**config.mk**
```make
export PLATFORM = sky130hd
export DESIGN_NAME = pfwd_top
export DESIGN_NICKNAME = d
export VERILOG_FILES = /design/src/design/pfwd_pkg.sv /design/src/design/pfwd_tick.sv /design/src/design/pfwd_top.sv
export SDC_FILE = /design/constraint.sdc
export NUM_CORES = 1
export LEC_CHECK = 0
export BUFFER_PORTS_ARGS = -buffer_cell sky130_fd_sc_hd__clkbuf_2
export CAP_MARGIN = 20
export CORE_MARGIN = 5
export CORE_UTILIZATION = 40
export DETAILED_ROUTE_END_ITERATION = 16
export GPL_TIMING_DRIVEN = 0
export PLACE_DENSITY = 0.53
export SKIP_LAST_GASP = 1
export SLEW_MARGIN = 20
export SYNTH_ARGS = -nofsm -noshare
export SYNTH_HDL_FRONTEND = slang
export SYNTH_HIERARCHICAL = 1
export SYNTH_SLANG_ARGS = --single-unit
```
**constraint.sdc**
```tcl
create_clock -name clk_sys -period 5.1 [get_ports clk_sys]
set_input_delay 1.02 -clock clk_sys [delete_from_list [all_inputs] [get_ports clk_sys]]
set_output_delay 1.02 -clock clk_sys [all_outputs]
set_load 0.02 [all_outputs]
```
**src/design/pfwd_pkg.sv**
```systemverilog
// Package with timing constants, states and carrier types for the watchdog
package pfwd_pkg;

    localparam int unsigned CLK_HZ = 125_000_000;
    localparam int unsigned PWRON_DELAY_MS = 200;
    localparam int unsigned RESET_LOW_MS = 200;
    localparam int unsigned GRACE_S = 120;
    localparam int unsigned BLINK_HZ = 1;
    localparam int unsigned FEED_TIMEOUT_S = 2;
    localparam int unsigned ARM_PULSES = 8;

    localparam int unsigned MS_CYC = CLK_HZ / 1000;
    localparam int unsigned DELAY_CYC = PWRON_DELAY_MS * MS_CYC;
    localparam int unsigned RESET_CYC = RESET_LOW_MS * MS_CYC;
    localparam int unsigned BLINK_HALF_CYC = CLK_HZ / (2 * BLINK_HZ);
    localparam int unsigned TICK_MS_CYC = MS_CYC;
    localparam int unsigned GRACE_MS = GRACE_S * 1000;
    localparam int unsigned FEED_TIMEOUT_MS = FEED_TIMEOUT_S * 1000;
    localparam int unsigned BLINK_HALF_MS = 1000 / (2 * BLINK_HZ);

    localparam logic [1:0] SYNC_RST = 2'h0;
    localparam logic RESET_OUT_RST = 1'h1;
    localparam logic IND_RST = 1'h0;
    localparam logic [3:0] PULSE_CNT_RST = 4'h0;

    typedef enum logic [4:0] {
        PFWD_DELAY = 5'h01,
        PFWD_RESET = 5'h02,
        PFWD_GRACE = 5'h04,
        PFWD_ARMING = 5'h08,
        PFWD_FEED = 5'h10
    } pfwd_state_t;

    typedef struct packed {
        logic reset_out_n;
        logic indicator;
        logic armed_feed_mode;
    } pfwd_status_t;

endpackage : pfwd_pkg

```
**src/design/pfwd_tick.sv**
```systemverilog
// Millisecond tick divider producing one-cycle enable pulses
`timescale 1ns/1ps
module pfwd_tick #(
    parameter int unsigned PERIOD = 125_000
) (
    // Clock and reset
    input wire logic clk_sys,
    input wire logic srst,
    // Tick output
    output logic tick
);
    logic [31:0] cnt_q;

    always_ff @(posedge clk_sys) begin
        if (srst) begin
            cnt_q <= 32'h0;
            tick <= 1'b0;
        end else if (cnt_q >= PERIOD - 1) begin
            cnt_q <= 32'h0;
            tick <= 1'b1;
        end else begin
            cnt_q <= cnt_q + 32'h1;
            tick <= 1'b0;
        end
    end
endmodule : pfwd_tick

```
**src/design/pfwd_top.sv**
```systemverilog
// Pulse-fed system watchdog top level
// Behaviour
// - Four signal terminals: feed input, active-low reset output, indicator drive, armed_feed_mode status output.
// - After power-up wait 200 ms, pulse reset low 200 ms, then release high.
// - After reset pulse, 120 s grace period with indicator toggling at about 1 Hz.
// - After grace, indicator off until the watchdog becomes armed.
// - Eight feed pulses after grace arm feed mode; indicator then lit steadily.
// - 2 s without feed in feed mode restarts delay, reset, grace, arming.
`timescale 1ns/1ps
module pfwd_top #(
    parameter int unsigned DELAY_CYC = pfwd_pkg::DELAY_CYC,
    parameter int unsigned RESET_CYC = pfwd_pkg::RESET_CYC,
    parameter int unsigned TICK_CYC = pfwd_pkg::TICK_MS_CYC,
    parameter int unsigned GRACE_MS = pfwd_pkg::GRACE_MS,
    parameter int unsigned BLINK_HALF_MS = pfwd_pkg::BLINK_HALF_MS,
    parameter int unsigned FEED_TIMEOUT_MS = pfwd_pkg::FEED_TIMEOUT_MS
) (
    // Clock and reset
    input wire logic clk_sys,
    input wire logic srst,
    // Host side
    input wire logic feed_in,
    output logic reset_out_n,
    // Indicator and status
    output logic indicator,
    output logic armed_feed_mode
);
    pfwd_pkg::pfwd_state_t state_q;
    logic [31:0] cyc_q;
    logic [31:0] ms_q;
    logic [31:0] blink_q;
    logic [3:0] pulses_q;
    logic [1:0] sync_q;
    logic feed_prev_q;
    logic feed_edge;
    logic ms_tick;
    logic blink_flip;
    pfwd_pkg::pfwd_status_t stat_d;

    // Millisecond enable for long intervals
    pfwd_tick #(
        .PERIOD(TICK_CYC)
    ) u_tick (
        .clk_sys(clk_sys),
        .srst(srst),
        .tick(ms_tick)
    );

    // Feed synchroniser and edge detector
    always_ff @(posedge clk_sys) begin
        if (srst) begin
            sync_q <= pfwd_pkg::SYNC_RST;
            feed_prev_q <= 1'b0;
        end else begin
            sync_q <= {sync_q[0], feed_in};
            feed_prev_q <= sync_q[1];
        end
    end

    assign feed_edge = sync_q[1] & ~feed_prev_q;

    // Sequencer
    always_ff @(posedge clk_sys) begin
        if (srst) begin
            state_q <= pfwd_pkg::PFWD_DELAY;
            cyc_q <= 32'h0;
            ms_q <= 32'h0;
            pulses_q <= pfwd_pkg::PULSE_CNT_RST;
        end else begin
            unique case (state_q)
                pfwd_pkg::PFWD_DELAY: begin
                    if (cyc_q >= DELAY_CYC - 1) begin
                        state_q <= pfwd_pkg::PFWD_RESET;
                        cyc_q <= 32'h0;
                    end else begin
                        cyc_q <= cyc_q + 32'h1;
                    end
                end
                pfwd_pkg::PFWD_RESET: begin
                    if (cyc_q >= RESET_CYC - 1) begin
                        state_q <= pfwd_pkg::PFWD_GRACE;
                        cyc_q <= 32'h0;
                        ms_q <= 32'h0;
                    end else begin
                        cyc_q <= cyc_q + 32'h1;
                    end
                end
                pfwd_pkg::PFWD_GRACE: begin
                    if (ms_tick) begin
                        if (ms_q >= GRACE_MS - 1) begin
                            state_q <= pfwd_pkg::PFWD_ARMING;
                            pulses_q <= pfwd_pkg::PULSE_CNT_RST;
                        end else begin
                            ms_q <= ms_q + 32'h1;
                        end
                    end
                end
                pfwd_pkg::PFWD_ARMING: begin
                    if (feed_edge) begin
                        if (pulses_q == 4'(pfwd_pkg::ARM_PULSES - 1)) begin
                            state_q <= pfwd_pkg::PFWD_FEED;
                            ms_q <= 32'h0;
                        end else begin
                            pulses_q <= pulses_q + 4'h1;
                        end
                    end
                end
                pfwd_pkg::PFWD_FEED: begin
                    if (feed_edge) begin
                        ms_q <= 32'h0;
                    end else if (ms_tick) begin
                        if (ms_q >= FEED_TIMEOUT_MS - 1) begin
                            state_q <= pfwd_pkg::PFWD_DELAY;
                            cyc_q <= 32'h0;
                        end else begin
                            ms_q <= ms_q + 32'h1;
                        end
                    end
                end
                default: begin
                    state_q <= pfwd_pkg::PFWD_DELAY;
                    cyc_q <= 32'h0;
                end
            endcase
        end
    end

    // Blink timer during grace
    always_ff @(posedge clk_sys) begin
        if (srst || state_q != pfwd_pkg::PFWD_GRACE) begin
            blink_q <= 32'h0;
        end else if (ms_tick) begin
            blink_q <= (blink_q >= BLINK_HALF_MS - 1) ? 32'h0 : blink_q + 32'h1;
        end
    end

    // Last grace tick never toggles, so expiry gives no one-cycle flash
    assign blink_flip = ms_tick && blink_q >= BLINK_HALF_MS - 1 && ms_q < GRACE_MS - 1;

    // Output decode
    always_comb begin
        stat_d.reset_out_n = (state_q != pfwd_pkg::PFWD_RESET);
        stat_d.armed_feed_mode = (state_q == pfwd_pkg::PFWD_FEED);
        unique case (state_q)
            pfwd_pkg::PFWD_GRACE: stat_d.indicator = indicator ^ blink_flip;
            pfwd_pkg::PFWD_FEED: stat_d.indicator = 1'b1;
            default: stat_d.indicator = 1'b0;
        endcase
    end

    // Output registers
    always_ff @(posedge clk_sys) begin
        if (srst) begin
            reset_out_n <= pfwd_pkg::RESET_OUT_RST;
            indicator <= pfwd_pkg::IND_RST;
            armed_feed_mode <= 1'b0;
        end else begin
            reset_out_n <= stat_d.reset_out_n;
            indicator <= stat_d.indicator;
            armed_feed_mode <= stat_d.armed_feed_mode;
        end
    end
endmodule : pfwd_top

```
Word-level counts from Yosys, hierarchy flattened
Cells that the tools add are included.
Storage, ports and cells
  register bits after elaboration: 144
  bits of input ports: 3
  output and inout bits: 3
  word-level logic and storage cells: 92
Cells by class
  reduce and logical (&&, ||, !) cells: 12
  order comparisons: 6
  add/sub/neg operators: 5
  eq/ne operators: 21
  bitwise logic cells: 4
  mux-type cells: 32
Operator list (number)
  two-way mux 32 bit: 13
  adder 32 x 1 -> 32 bit, second input constant: 4
  one-hot mux 32 bit (4 select lines): 1
  one-hot mux 32 bit (3 select lines): 1
  >= comparator 32 x 17 -> 1 bit, second input constant: 2
  two-way mux 5 bit: 9
  >= comparator 32 x 11 -> 1 bit, second input constant: 1
  >= comparator 32 x 25 -> 1 bit, second input constant: 1
  >= comparator 32 x 9 -> 1 bit, second input constant: 1
  less-than comparator 32 x 17 -> 1 bit, second input constant: 1
  one-hot mux 5 bit (5 select lines): 1
  two-way mux 4 bit: 4
  inequality test 2 bit, second input constant: 8
  AND reduction 9 bit: 1
  one-hot mux 4 bit (2 select lines): 1
  AND reduction 8 bit: 1
  inequality test 2 x 1 -> 1 bit, second input constant: 3
  OR reduction 2 bit: 3
  == test 5 x 1 -> 1 bit, second input constant: 1
  == test 5 x 2 -> 1 bit, second input constant: 1
  == test 5 x 3 -> 1 bit, second input constant: 1
  == test 5 x 4 -> 1 bit, second input constant: 1
  == test 5 bit, second input constant: 1
  inequality test 5 x 2 -> 1 bit, second input constant: 1
  other kinds (16): 18

Longest topological paths before layout
  word-level depth: 5
  gate-level depth with buffers: 9
  mapped depth without buffers: 7

Hierarchy
Netlist, hierarchy kept.
Modules (own cells, without submodules)
  pfwd_top: times used 1, cells each 650, area an instance 5355.1 um^2, sequential area each 2222.1 um^2
  pfwd_tick: times used 1, cells each 114, area an instance 1303.8 um^2, sequential area each 660.6 um^2

Worst setup path after synthesis
OpenSTA, ideal clock, no wires.
  path type: reg-to-reg
  start point: register ms_q[0]
  end point: register ms_q[8]
  library setup time: 0.091 ns
  clock period less this slack: 2.237 ns
  data required time: 5.009 ns
  arrival time: 2.146 ns
  stages on the path, launching flop included: 10
  setup slack: 2.863 ns
  buffers on the path: 2
  cells stage by stage: dfxtp_1 -> ha_1 -> a311oi_1 -> o311ai_4 -> o211ai_1 -> o211a_1 -> buf_2 -> buf_2 -> a31oi_1 -> a311oi_1
Between the ends
  longest elaborated chain between the ends: 5
  elaborated cells between the ends (all ways): 12
  classes of those cells: 1 x add/sub; 2 x order compare; 2 x eq/ne; 6 x mux; 1 x reduce/logical
RTL lines
  start, declared: RTL line pfwd_top.sv:30  | logic [31:0] ms_q;
  start signal, assigned: RTL line pfwd_top.sv:94  | ms_q <= ms_q + 32'h1;
  start signal, assigned: RTL line pfwd_top.sv:116  | ms_q <= ms_q + 32'h1;
  adder 32 x 1 -> 32 bit: RTL line pfwd_top.sv:94, pfwd_top.sv:116
  two-way mux 32 bit: RTL line pfwd_top.sv:112  | if (ms_q >= FEED_TIMEOUT_MS - 1) begin
  two-way mux 32 bit: RTL line pfwd_top.sv:111  | end else if (ms_tick) begin
  two-way mux 32 bit: RTL line pfwd_top.sv:109  | if (feed_edge) begin
  one-hot mux 32 bit (4 select lines): RTL line pfwd_top.sv:70  | unique case (state_q)
Parallel ways exist; a longest one is shown, timed or not. The select of a mux whose other input is x is not followed.
A chain may end at the register's enable or synchronous reset.

Worst setup path in the final report
  start point: register cyc_q[0]
  end point: register ms_q[20]
Between the ends
  longest elaborated chain between the ends: 3
RTL lines
  start, declared: RTL line pfwd_top.sv:29  | logic [31:0] cyc_q;
  start signal, assigned: RTL line pfwd_top.sv:76  | cyc_q <= cyc_q + 32'h1;
  start signal, assigned: RTL line pfwd_top.sv:85  | cyc_q <= cyc_q + 32'h1;
  >= comparator 32 x 25 -> 1 bit: RTL line pfwd_top.sv:80  | if (cyc_q >= RESET_CYC - 1) begin
  inequality test 2 bit (no line)
  AND reduction 8 bit (no line)
No other way between the ends.

==> qor.csv <==
stage;metric;value;unit
timing;fin_skew;0.00822;ns
placement;gp_congestion;0.818;
layout;fin_cells;1035;
setup_path;critPathCapture;ms_q[20];
timing;setup_viol;0;
yosys;synth_area_per_cell;8.72;µm²
clock_network;insertion_delay;0.42;ns
clock_network;clk_path_buf_depth;2;
clock_network;hold_buffers;0;
die;io-pin-count;6;
grt;busiest_layer;met2;
layout;area_delta_synth_final;13.9;%
setup_path;crit_path_start_kind;flop;
detailed_routing;dr_total_vias;5736;
detailed_routing;drt_iter0_drc;347;
pwr;p_per_area;333;mW/mm²
layout;num-nets-final;810;
pwr;ir_drop;0.239;mV
layout;post-route-util;46.1;%
clock_network;cts_sinks;144;
setup_path;rr_startpoint;cyc_q[0];
yosys;synthTopCellsByCount;dfxtp_1, nor2_1, a21oi_1, nand2_1, xnor2_1;
detailed_routing;route.detailed.drc;0;
yosys;postSynth.asyncResetShare;0;%
die;placementRows;47;
placement;placed_cells;1003;
placement;dpl.hpwl;10600;µm
yosys;synth_edf_count;0;
yosys;yosysMostFrequentCell;dfxtp_1;
outcome;status;complete, no violations;
detailed_routing;drtPass1Iterations;5;
timing;period_needed;2.83;ns
placement;place_area;0.00701;mm²
die;die_h;139;µm
setup_path;rr_worst_depth;9;
grt;use_met3;4.24;%
grt;grt_use_total;16.2;%
detailed_routing;drt_wl_total;15200;µm
timing;whs;0.449;ns
placement;numPortBuffers;5;
hold_path;hold_path.startpoint;ms_q[28];
setup_path;reg2reg_slack;2.27;ns
yosys;ys_seq_area_share;43.3;%
setup_path;critPathKind;flop to flop;
yosys;synth_top_area_cell;dfxtp_1;
timing;hold_violations;0;
timing;slew_headroom;28.4;%
yosys;synth_flop_cell;dfxtp_1;
grt;grt-ovfl-total;0;
run;cap_viol_max_count;0;
yosys;synth_area_leaders;dfxtp_1, nor2_1, xnor2_1;
pwr;p_leak;2.44;nW
clock_network;cts_buffers;17;
detailed_routing;vias_per_cell;5.54;
setup_path;path_max_fanout;10;
detailed_routing;wl_per_cell;14.7;µm
yosys;synth_area;0.00666;mm²
setup_path;critPathLaunch;cyc_q[0];
yosys;synthCells;764;
grt;first_global_vias;5408;
yosys;yosysWarningCount;6;
timing;worstMarginPinSlew;1.06;ns
die;die-area;0.0193;mm²
setup_path;crit_arrival;3.12;ns
grt;antenna_found_initial;0;
clock_network;h-tree-depth;4;
yosys;synth_seq_cells;144;
die;die_w;139;µm
setup_path;reg2reg_to;ms_q[20];
yosys;yosysUniqueCellTypes;67;
setup_path;end_kind;flop;
die;start_util;40.4;%
grt;grt_pass1_wl;26300;µm
grt;grt_max_degree;17;
layout;drive_gt1_share;10.7;%
layout;final_area;0.00759;mm²
die;core_area;0.0165;mm²
timing;period_share;55.4;%
yosys;synth_top_area_share;43.3;%
timing;slew_viol_final;0;
detailed_routing;final_antenna_net_count;0;
clock_network;post-cts-setup-buffers;0;
clock_network;cts_tree;built;
hold_path;hold_class;flop to flop;
clock_network;clkTransAtPathRegs;0.06;ns
timing;rsz0062_at_grt;false;
clock_network;cts_root_buffer;clkbuf_16;
timing;max_freq;354;MHz
layout;antenna_cells;0;
grt;grtUsageMet2;25.7;%
timing;setup_tns;0;ns
clock_network;cts.repair.resized;0;
grt;gr-usage-met1;22.1;%
setup_path;crit_required;5.39;ns
critical path, cell delays in order (launching register included):
cell and delay [ns]:
dfxtp_1 0.34, ha_1 0.28, inv_1 0.10, o2111ai_1 0.15, a2111oi_1 0.82, a21oi_1 0.13
clkbuf_1 0.28, buf_1 0.30, a31oi_1 0.24, nor2_1 0.05
worst min path at each step:
stage,endpoint,slack [ns],depth (start not counted)
finish,ms_q[28],0.45,2
global route,sync_q[1],0.48,1
CTS,ms_q[28],0.45,2
detailed placement,sync_q[1],0.44,1
global placement,ms_q[28],0.44,2
floorplan,sync_q[1],0.41,1
per-stage QoR:
step | setup WS [ns] | power [W]
5_1_grt | 2.01 | 0.00264
3_3_place_gp | 2.31 | 0.00134
2_1_floorplan | 2.86 | 0.00130
3_5_place_dp | 2.27 | 0.00135
6_report | 2.27 | 0.00253
4_1_cts | 2.24 | 0.00256
logic make-up (layout without fill, tap and decap cells):
| family | after synthesis | count (layout) | share of synthesized area [%] |
|---|---|---|---|
| and+or+nand+nor | 345 | 345 | 28.6 |
| AOI/OAI and AO/OA | 168 | 168 | 17.7 |
| DFF | 144 | 144 | 43.3 |
| buffers and inverters | 56 | 93 | 3.50 |
| xor gates and xnor gates | 43 | 43 | 5.66 |
| adders and majority gates | 5 | 5 | 0.939 |
| muxes | 2 | 2 | 0.301 |
| other | 1 | 15 | 0.0563 |
cell type report:
class | instances | area (µm²)
clock inverter | 15 | 150
timing repair buffer | 5 | 25.0
buffer | 32 | 143
tap | 220 | 275
sequential | 144 | 2880
inverter | 24 | 90.1
clock buffer | 17 | 425
multi-input combinational | 578 | 3600
fill | 1630 | 8880
power by group:
part           total [W]  switching, W  internal, W
clock network    0.00120      0.000517     0.000687
logic           0.000155      0.000105    0.0000492
registers        0.00117     0.0000194      0.00115
cells in the final DEF, fill, tap and decap left out, types with 6 or more instances in the layout:
cell / netlist / final
nand3_1: 29 / 29
a31oi_1: 32 / 32
conb_1: 1 / 15
nor2_1: 101 / 101
nand2_1: 43 / 43
dfxtp_1: 144 / 144
or3_1: 9 / 9
a41oi_1: 7 / 7
nor4_1: 27 / 27
buf_2: 12 / 12
a2111oi_0: 10 / 10
o21ai_0: 22 / 22
a311oi_1: 6 / 6
clkbuf_16: 0 / 17
a211oi_1: 8 / 8
nor3_2: 11 / 11
nor3_1: 32 / 32
nand4_1: 30 / 30
inv_1: 24 / 24
a21oi_1: 43 / 43
clkbuf_1: 16 / 16
and4_1: 8 / 8
and3_1: 17 / 17
xor2_1: 10 / 10
and2_1: 7 / 7
xnor2_1: 33 / 33
state kept, by name (all words and copies together), names as in the netlist:
signal	flops
blink_q	32
cyc_q	32
ms_q	32
u_tick/cnt_q	32
state_q	5
pulses_q	4
sync_q	2
armed_feed_mode	1
feed_prev_q	1
indicator	1
reset_out_n	1
u_tick/tick	1
routing by layer:
layer	vias to the layer above	share of wire [%]
met5	-	0
met4	0	0.77
met3	9	3.9
met2	105	47
met1	2709	48
li1	2913	-
Power figures use the tool's default switching activity.
